`config.mk`:
```
export PLATFORM = sky130hd
export DESIGN_NAME = epd_serial_host_interface
export DESIGN_NICKNAME = d
export VERILOG_FILES = /design/src/rtl/epd_host_pkg.sv /design/src/rtl/epd_serial_host_interface.sv
export SDC_FILE = /design/constraint.sdc
export NUM_CORES = 1
export LEC_CHECK = 0
export BUFFER_PORTS_ARGS = -buffer_cell sky130_fd_sc_hd__buf_2
export CAP_MARGIN = 5
export CORE_MARGIN = 4
export CORE_UTILIZATION = 47
export CTS_CLUSTER_DIAMETER = 40
export DETAILED_ROUTE_END_ITERATION = 10
export PLACE_DENSITY_LB_ADDON = 0.15
export SLEW_MARGIN = 20
export SYNTH_ARGS = -nofsm -noshare
export SYNTH_HDL_FRONTEND = slang
export SYNTH_SLANG_ARGS = --single-unit
```
`constraint.sdc`:
```
create_clock -name core_clk_i -period 2.2 [get_ports core_clk_i]
set_clock_uncertainty 0.15 [all_clocks]
set_input_delay 0.33 -clock core_clk_i [delete_from_list [all_inputs] [get_ports core_clk_i]]
set_output_delay 0.33 -clock core_clk_i [all_outputs]
set_load 0.01 [all_outputs]
```
`src/rtl/epd_host_pkg.sv`:
```
/*
 constants for the e-paper host serial port: frame lengths, strap codes,
 receive state codes and sensor-link divider.
 assumes a 100 MHz core clock and a serial clock far slower than it.
*/
package epd_host_pkg;
	localparam int unsigned CORE_CLK_HZ = 100_000_000;
	localparam logic [3:0] FRAME_BITS_4W = 4'h8;
	localparam logic [3:0] FRAME_BITS_3W = 4'h9;
	localparam logic STRAP_4W = 1'b0;
	localparam logic DC_COMMAND = 1'b0;
	localparam logic [7:0] BYTE_RESET = 8'h00;
	// sensor clock rate, derived half-period count
	localparam int unsigned TS_CLK_HZ = 100_000;
	localparam int unsigned TS_HALF_CYC = CORE_CLK_HZ / (2 * TS_CLK_HZ);
	localparam logic [9:0] TS_HALF_CNT = 10'(TS_HALF_CYC);
	typedef enum logic [2:0] {
		RX_IDLE = 3'b001,
		RX_SHIFT = 3'b010,
		RX_DONE = 3'b100
	} rx_state_t;
endpackage

```
`src/rtl/epd_serial_host_interface.sv`:
```
/*
 host-facing serial port of the e-paper controller: 3/4-wire write path,
 read-back drive of the serial data pin, busy flag, sensor clock generator.
 assumes the serial clock, chip select, dc and data are asynchronous pins
 sampled by core_clk_i; command decode and display logic sit downstream.
*/
`timescale 1ns/10ps
module epd_serial_host_interface
	import epd_host_pkg::*;
(
	input wire logic core_clk_i,
	input wire logic rst_b_i,
	input wire logic bus_mode_strap_i,
	input wire logic cs_n_i,
	input wire logic sclk_i,
	input wire logic sdata_i,
	input wire logic dc_i,
	input wire logic read_en_i,
	input wire logic [7:0] read_byte_i,
	input wire logic waveform_active_i,
	input wire logic sensor_req_i,
	input wire logic temp_sensor_data_i,
	output logic sdata_o,
	output logic sdata_oe_o,
	output logic [7:0] rx_byte_o,
	output logic cmd_valid_o,
	output logic data_valid_o,
	output logic busy_o,
	output logic temp_sensor_clock_o,
	output logic temp_sensor_data_o,
	output logic temp_sensor_data_oe_o,
	output logic sensor_bit_o
);
	// three-stage synchronisers; decisions read stages 2 and 3 only
	logic [2:0] cs_s_q, cs_s_d, ck_s_q, ck_s_d, sd_s_q, sd_s_d, dc_s_q, dc_s_d, bs_s_q, bs_s_d;
	logic cs_low, ck_rise, ck_fall;
	logic ck_last_q, ck_last_d, cs_low_q, cs_low_d, strap_q, strap_d;
	always_comb begin
		cs_s_d = {cs_s_q[1:0], cs_n_i};
		bs_s_d = {bs_s_q[1:0], bus_mode_strap_i};
		ck_s_d = {ck_s_q[1:0], sclk_i};
		sd_s_d = {sd_s_q[1:0], sdata_i};
		dc_s_d = {dc_s_q[1:0], dc_i};
	end
	always_ff @(posedge core_clk_i or negedge rst_b_i) begin
		if (!rst_b_i) begin
			cs_s_q <= 3'h7;
			ck_s_q <= 3'h0;
			sd_s_q <= 3'h0;
			dc_s_q <= 3'h0;
			bs_s_q <= 3'h0;
		end else begin
			cs_s_q <= cs_s_d;
			ck_s_q <= ck_s_d;
			sd_s_q <= sd_s_d;
			dc_s_q <= dc_s_d;
			bs_s_q <= bs_s_d;
		end
	end
	// a change counts once stages 2 and 3 agree
	assign cs_low = cs_low_q;
	assign ck_rise = ck_s_q[1] && ck_s_q[2] && !ck_last_q;
	assign ck_fall = !ck_s_q[1] && !ck_s_q[2] && ck_last_q;

	// settled levels: a pin counts as moved only once stages 2 and 3 agree,
	// so a one-stage glitch on chip select cannot end a frame early
	always_comb begin
		ck_last_d = ck_last_q;
		cs_low_d = cs_low_q;
		strap_d = strap_q;
		if (ck_s_q[1] == ck_s_q[2])
			ck_last_d = ck_s_q[2];
		if (cs_s_q[1] == cs_s_q[2])
			cs_low_d = !cs_s_q[2];
		if (bs_s_q[1] == bs_s_q[2])
			strap_d = bs_s_q[2];
	end
	always_ff @(posedge core_clk_i or negedge rst_b_i) begin
		if (!rst_b_i) begin
			ck_last_q <= 1'b0;
			cs_low_q <= 1'b0;
			strap_q <= STRAP_4W;
		end else begin
			ck_last_q <= ck_last_d;
			cs_low_q <= cs_low_d;
			strap_q <= strap_d;
		end
	end

	// receive shifter and frame counter
	rx_state_t st_q, st_d;
	logic [8:0] sh_q, sh_d;
	logic [3:0] cnt_q, cnt_d;
	logic mode3_q, mode3_d;
	logic dc_lat_q, dc_lat_d;
	logic [7:0] rx_q, rx_d;
	logic cmdv_q, cmdv_d, datv_q, datv_d;
	logic [3:0] frame_len;
	assign frame_len = mode3_q ? FRAME_BITS_3W : FRAME_BITS_4W;
	always_comb begin
		st_d = st_q;
		sh_d = sh_q;
		cnt_d = cnt_q;
		mode3_d = mode3_q;
		dc_lat_d = dc_lat_q;
		rx_d = rx_q;
		cmdv_d = 1'b0;
		datv_d = 1'b0;
		unique case (st_q)
			RX_IDLE: begin
				// strap caught at frame start, never under reset
				mode3_d = (strap_q != STRAP_4W);
				cnt_d = 4'h0;
				if (cs_low)
					st_d = RX_SHIFT;
			end
			RX_SHIFT: begin
				if (!cs_low) begin
					st_d = RX_IDLE;
					cnt_d = 4'h0;
				end else if (ck_rise && !read_en_i) begin
					sh_d = {sh_q[7:0], sd_s_q[2]};
					cnt_d = cnt_q + 4'h1;
					if (cnt_q == 4'h0)
						dc_lat_d = dc_s_q[2];
					if (cnt_q + 4'h1 == frame_len)
						st_d = RX_DONE;
				end
			end
			RX_DONE: begin
				rx_d = sh_q[7:0];
				if (mode3_q) begin
					cmdv_d = (sh_q[8] == DC_COMMAND);
					datv_d = (sh_q[8] != DC_COMMAND);
				end else begin
					cmdv_d = (dc_lat_q == DC_COMMAND);
					datv_d = (dc_lat_q != DC_COMMAND);
				end
				cnt_d = 4'h0;
				st_d = RX_SHIFT; // next frame may follow without cs release
			end
			default: st_d = RX_IDLE;
		endcase
	end
	always_ff @(posedge core_clk_i or negedge rst_b_i) begin
		if (!rst_b_i) begin
			st_q <= RX_IDLE;
			sh_q <= 9'h000;
			cnt_q <= 4'h0;
			mode3_q <= 1'b0;
			dc_lat_q <= 1'b0;
			rx_q <= BYTE_RESET;
			cmdv_q <= 1'b0;
			datv_q <= 1'b0;
		end else begin
			st_q <= st_d;
			sh_q <= sh_d;
			cnt_q <= cnt_d;
			mode3_q <= mode3_d;
			dc_lat_q <= dc_lat_d;
			rx_q <= rx_d;
			cmdv_q <= cmdv_d;
			datv_q <= datv_d;
		end
	end
	assign rx_byte_o = rx_q;
	assign cmd_valid_o = cmdv_q;
	assign data_valid_o = datv_q;

	// read-back: load on cs low, shift out after each falling edge
	logic [7:0] tx_q, tx_d;
	logic oe_q, oe_d;
	always_comb begin
		tx_d = tx_q;
		oe_d = 1'b0;
		if (cs_low && read_en_i) begin
			oe_d = 1'b1;
			if (!oe_q)
				tx_d = read_byte_i;
			else if (ck_fall)
				tx_d = {tx_q[6:0], tx_q[7]};
		end
	end
	always_ff @(posedge core_clk_i or negedge rst_b_i) begin
		if (!rst_b_i) begin
			tx_q <= BYTE_RESET;
			oe_q <= 1'b0;
		end else begin
			tx_q <= tx_d;
			oe_q <= oe_d;
		end
	end
	assign sdata_o = tx_q[7];
	assign sdata_oe_o = oe_q;

	// sensor clock divider; the device always drives this clock
	logic [9:0] div_q, div_d;
	logic tsck_q, tsck_d, sbit_q, sbit_d, busy_q, busy_d;
	logic [2:0] ts_s_q, ts_s_d;
	always_comb begin
		div_d = div_q;
		tsck_d = tsck_q;
		sbit_d = sbit_q;
		ts_s_d = {ts_s_q[1:0], temp_sensor_data_i};
		if (!sensor_req_i) begin
			div_d = 10'h000;
			tsck_d = 1'b1; // bus idle high
		end else if (div_q == TS_HALF_CNT - 10'h001) begin
			div_d = 10'h000;
			tsck_d = !tsck_q;
			if (!tsck_q && ts_s_q[1] == ts_s_q[2])
				sbit_d = ts_s_q[2]; // sample as clock rises
		end else begin
			div_d = div_q + 10'h001;
		end
		busy_d = waveform_active_i || sensor_req_i;
	end
	always_ff @(posedge core_clk_i or negedge rst_b_i) begin
		if (!rst_b_i) begin
			div_q <= 10'h000;
			tsck_q <= 1'b1;
			sbit_q <= 1'b0;
			ts_s_q <= 3'h7;
			busy_q <= 1'b0;
		end else begin
			div_q <= div_d;
			tsck_q <= tsck_d;
			sbit_q <= sbit_d;
			ts_s_q <= ts_s_d;
			busy_q <= busy_d;
		end
	end
	assign temp_sensor_clock_o = tsck_q;
	assign temp_sensor_data_o = 1'b0; // open drain: only ever pulls low
	assign temp_sensor_data_oe_o = 1'b0; // read-only sampling; no writes issued
	assign busy_o = busy_q;
	assign sensor_bit_o = sbit_q;
endmodule // epd_serial_host_interface

```
# Word-level counts from Yosys, hierarchy flattened
# Cells that the tools add are included.
# op_classes
n_addsub	2
n_eq_ne	14
muxes	20
n_bitwise	2
n_reduce_logical	23
# op_table
op	n
10-bit 2-to-1 mux	2
8-bit 2-to-1 mux	2
3-bit 2-to-1 mux	4
10-bit by 1-bit adder with 10-bit output, second input constant	1
10-bit by 9-bit equality test with 1-bit output, second input constant	1
3-bit one-hot mux with 3 select lines	1
3-bit AND reduction	3
1-bit 2-to-1 mux	8
4-bit 2-to-1 mux	2
4-bit one-hot mux with 2 select lines	1
1-bit logical AND	7
1-bit logical NOT	6
3-bit != test, second input constant	2
4-bit by 1-bit adder with 4-bit output, second input constant	1
1-bit equality test	4
4-bit equality test	1
4-bit logical NOT	1
2-bit != test, second input constant	2
2-bit AND reduction	2
4-bit AND reduction	1
3-bit by 1-bit equality test with 1-bit output, second input constant	1
3-bit by 2-bit equality test with 1-bit output, second input constant	1
3-bit equality test, second input constant	1
2-bit by 1-bit != test with 1-bit output, second input constant	1
4 further kinds	5
# totals
ff_bits	71
in_bits	19
output_inout_bits	17
word_cells	84

# Depth between registers and ports, before layout
# depth
word_depth	6
mapped_depth	7

# Least setup slack after synthesis
# Ideal clock, no wire load.
# synth_path
path_type	reg2reg
start	register ck_s_q[1]
end	register dc_lat_q
setup_ns	0.125
t_arrival_ns	1.518
setup_slack_ns	0.407
path_stages_with_launch	6
path_buffers	0
period_less_slack_ns	1.793
cell_sequence	dfrtp_1 ha_1 nor3b_2 nand2_1 nor4b_2 mux2_2
# synth_between
elab_chain_len	4
# synth_lines
element	line_no	text
start: declaration	epd_serial_host_interface.sv:35	logic [2:0] cs_s_q, cs_s_d, ck_s_q, ck_s_d, sd_s_q, sd_s_d, dc_s_q, dc_s_d, bs_s_q, bs_s_d;
start signal: assignment	epd_serial_host_interface.sv:54	ck_s_q <= ck_s_d;
1-bit logical AND (2 in series)	epd_serial_host_interface.sv:62	assign ck_rise = ck_s_q[1] && ck_s_q[2] && !ck_last_q;
1-bit logical AND	epd_serial_host_interface.sv:121	end else if (ck_rise && !read_en_i) begin
4-bit AND reduction (no line)	n/a	
end signal: assignment	epd_serial_host_interface.sv:160	dc_lat_q <= dc_lat_d;
end: declaration	epd_serial_host_interface.sv:95	logic dc_lat_q, dc_lat_d;
# No other way between the ends.
# A chain may end at the register's enable or synchronous reset.

# Worst setup path in the final report
# layout_path
start	register div_q[0]
end	register div_q[5]
# layout_between
elab_chain_len	3
# layout_lines
element	line_no	text
start: declaration	epd_serial_host_interface.sv:197	logic [9:0] div_q, div_d;
start signal: assignment	epd_serial_host_interface.sv:226	div_q <= div_d;
10-bit by 1-bit adder with 10-bit output or 10-bit by 9-bit equality test with 1-bit output (tied branches)	epd_serial_host_interface.sv:214, epd_serial_host_interface.sv:208	
10-bit 2-to-1 mux *	epd_serial_host_interface.sv:208	end else if (div_q == TS_HALF_CNT - 10'h001) begin
10-bit 2-to-1 mux *	epd_serial_host_interface.sv:205	if (!sensor_req_i) begin
named net div_d[5]	epd_serial_host_interface.sv:197	
# The timed path passes the listed nets; every way through them passes the cells marked *.

==> flow_summary.json <==
{
  "finalCriticalPeriod_ns": 1.92,
  "multiInputGateArea_um2": 1000,
  "irDropWorstVdd_mv": 0.490,
  "p_sw_w": 0.000724,
  "drive_gt1_share_pct": 32.1,
  "cts.sinks": 71,
  "rsz0062_at_grt": "false",
  "status": "finished, final reports clean",
  "antenna_cells": 0,
  "clk_latency_ns": 0.33,
  "worstPathBufferInverterCount": 0,
  "post-cts-setup-buffers": 0,
  "p_leak_nw": 1.61,
  "place_congestion": 0.766,
  "critPathTopFamily": "simple AND/OR/NAND/NOR gates",
  "synth_top_area_share_pct": 55.3,
  "dieArea_mm2": 0.00738,
  "final_hold_viol_count": 0,
  "fin_cells": 349,
  "dpl.hpwl_um": 2990,
  "post-route-period-util_pct": 87.2,
  "relSlewSlack_pct": 57.6,
  "netlist_top_cells_area": "dfrtp_1, mux2_2, dfstp_2",
  "power_frac_seq_pct": 50.6,
  "yosysSeqAreaShare_pct": 62.6,
  "required_ns": 2.27,
  "grt_pass1_vias": 1748,
  "post_drt_via_cell_ratio": 4.93,
  "clockBufferDepth": 2,
  "worst_pin_slew_ns": 0.632,
  "ys_types": 44,
  "synth_seq_cells": 71,
  "maxCapViolCount": 0,
  "cts_tree": "done",
  "drc": 0,
  "cp_max_fo": 7,
  "tns_ns": 0,
  "cts_made_buffers": 9,
  "avgSynthCellArea_um2": 13.0,
  "fin_hold_ws_ns": 0.0401,
  "first_pass_iters": 4,
  "dp_slack_ns": 0.286,
  "synth_area_mm2": 0.00285,
  "final_cell_area_mm2": 0.00341,
  "htree_num_levels": 3,
  "ios": 36,
  "pwr_density_cell_mw_per_mm2": 882,
  "fillers": 486,
  "vias": 1719,
  "critPathKind": "flip-flop to flip-flop",
  "hp-class": "input pin to flip-flop",
  "die_h_um": 85.9,
  "die_x_um": 85.9,
  "setup_viol": 0,
  "synth_cells": 220,
  "fmax_mhz": 521,
  "antenna_found_initial": 0,
  "clockRootBuffer": "clkbuf_8",
  "portBuffers": 33,
  "p_int_w": 0.00228,
  "ant_nets": 0,
  "layout-area-overhead-vs-synth_pct": 19.4,
  "cp_cell_sequence": "ha_1 > or4b_4 > nor3_4 > or2b_2 > nor2_1",
  "switching_share_pct": 24.1,
  "initial_core_util_pct": 48.2,
  "path_clk_slew_ns": 0.07,
  "wl_um": 4420,
  "dp.cells": 326,
  "drtIter0Drc": 56,
  "placed_cell_area_mm2": 0.00311,
  "fin_ws_ns": 0.282,
  "critPathMaxStageDelay_ns": 0.51,
  "coreArea_mm2": 0.00592,
  "grt_pass1_wl_um": 8060,
  "power_frac_clock_pct": 37.6,
  "critPathLaunchType": "flip-flop",
  "drv_slew": 0,
  "crit_path_end_kind": "flip-flop",
  "grt_max_degree": 72,
  "yosys_warnings": 0,
  "grt-ovfl-total": 0,
  "fin_nets": 293,
  "combPwrFrac_pct": 11.7,
  "cpMaxStageDelayCell": "or4b_4",
  "register_area_mm2": 0.00179,
  "synth_top_area_cell": "dfrtp_1",
  "grt_usage_pct": 14.1,
  "wl_per_cell_um": 12.7,
  "rows": 28,
  "cp.arrival_ns": 1.99
}
## cell usage after synthesis
| cell type | count |
|---|---|
| nand4_1 | 3 |
| nand2b_1 | 1 |
| nor3b_1 | 1 |
| and2_1 | 3 |
| a21oi_1 | 11 |
| nor2b_1 | 1 |
| dfrtp_1 | 63 |
| nor3_1 | 3 |
| nor3_4 | 1 |
| o31ai_1 | 1 |
| inv_1 | 9 |
| nor4b_2 | 1 |
| o21a_1 | 2 |
| a32o_1 | 2 |
| o221ai_1 | 1 |
| xnor2_1 | 6 |
| or2_2 | 1 |
| mux2_2 | 19 |
| nand2_1 | 10 |
| nor2_2 | 1 |
| nand4bb_1 | 1 |
| dfstp_2 | 8 |
| nor2_1 | 21 |
| xor2_1 | 5 |
| or4b_4 | 1 |
| conb_1 | 1 |
| mux2i_1 | 9 |
| nand3_1 | 6 |
| a2bb2oi_1 | 1 |
| and4bb_2 | 1 |
| a21o_1 | 1 |
| ha_1 | 5 |
| a21boi_2 | 1 |
| nand3b_1 | 1 |
| buf_2 | 2 |
| o21ai_0 | 6 |
| and4_1 | 1 |
| nor3b_2 | 1 |
| buf_4 | 3 |
| clkbuf_1 | 1 |
| a31oi_1 | 1 |
| maj3_1 | 1 |
| o221a_2 | 1 |
| or2b_2 | 1 |
## flip-flops by register name, summed over array words and instances, names as in the netlist, 3 cells and up
register,flops
ts_s_q,3
ck_s_q,3
bs_s_q,3
sh_q,9
cs_s_q,3
dc_s_q,3
cnt_q,4
sd_s_q,3
div_q,10
st_q,3
rx_byte_o,8
tx_q,8
## layout by cell type, fill, tap and decap left out, types with 6 or more instances in the layout
cell type      Yosys  routed
clkbuf_8           0      10
xnor2_1            6       6
nand2_1           10      10
nor2_1            21      21
dlygate4sd3_1      0       7
dfstp_2            8       8
mux2i_1            9       9
inv_1              9       9
mux2_2            19      19
nand3_1            6       6
dfrtp_1           63      63
a21oi_1           11      11
o21ai_0            6       6
buf_2              2      33
## power by group through the flow
stage	logic (W)	registers, W	clock network [W]
finish	0.000352	0.00152	0.00113
global route	0.000398	0.00154	0.00123
CTS	0.000360	0.00152	0.00117
detailed placement	0.000349	0.00155	0
global placement	0.000342	0.00154	0
floorplan	0.000259	0.00152	0
## final timing paths
path | startpoint | to | slack (ns) | depth (start not counted)
worst min-delay path | sensor_req_i | temp_sensor_clock_o$_DFFE_PN1P_ | 0.04 | 2
worst min register to register | dc_s_q[1]$_DFF_PN0_ | dc_s_q[2]$_DFF_PN0_ | 0.20 | 0
max in group asynchronous | rst_b_i | ts_s_q[0]$_DFF_PN1_ | 1.18 | 3
worst max-delay path | div_q[0]$_DFF_PN0_ | div_q[5]$_DFF_PN0_ | 0.28 | 5
min in group asynchronous | rst_b_i | tx_q[3]$_DFFE_PN0P_ | 0.39 | 3
worst max register to register | div_q[0]$_DFF_PN0_ | div_q[5]$_DFF_PN0_ | 0.28 | 5
## final cells by class
class | count | area share, %
tap | 75 | 2.75
timing repair buffer | 43 | 7.93
clock inverter | 5 | 2.39
multi-input combinational | 135 | 29.3
inverter | 9 | 0.992
sequential | 71 | 52.4
clock buffer | 11 | 4.15
## layer usage
metal,share of wire [%],track usage (%),wire length [µm],vias to the layer above
met5,0,0,0,-
met4,2.2,7.34,99,0
met3,3.7,3.84,164,9
met2,44,20.7,1960,28
met1,50,19.1,2190,823
li1,-,-,-,859
## cells by family after synthesis
| kind of cell | Yosys count | synth area share (%) |
|---|---|---|
| XOR/XNOR | 11 | 3.38 |
| adder cells (fa/ha/maj) | 6 | 2.54 |
| AND/OR/NAND/NOR | 60 | 11.8 |
| buffers and inverters | 15 | 2.46 |
| flip-flops | 71 | 62.6 |
| other | 1 | 0.131 |
| multiplexers | 28 | 10.7 |
| AO/OA/AOI/OAI | 28 | 6.36 |
## per-stage QoR
step	total power (W)	util, %
finish	0.00301	57.5
CTS	0.00306	57.5
detailed placement	0.00190	52.6
global route	0.00318	57.5
floorplan	0.00178	-
global placement	0.00189	52.6
## what timing repair did
item,CTS,global route
hold buffers,7,0
hold endpoints to repair,69,0
resized for setup,0,0
Note: power is estimated with default switching activity, not from simulation.
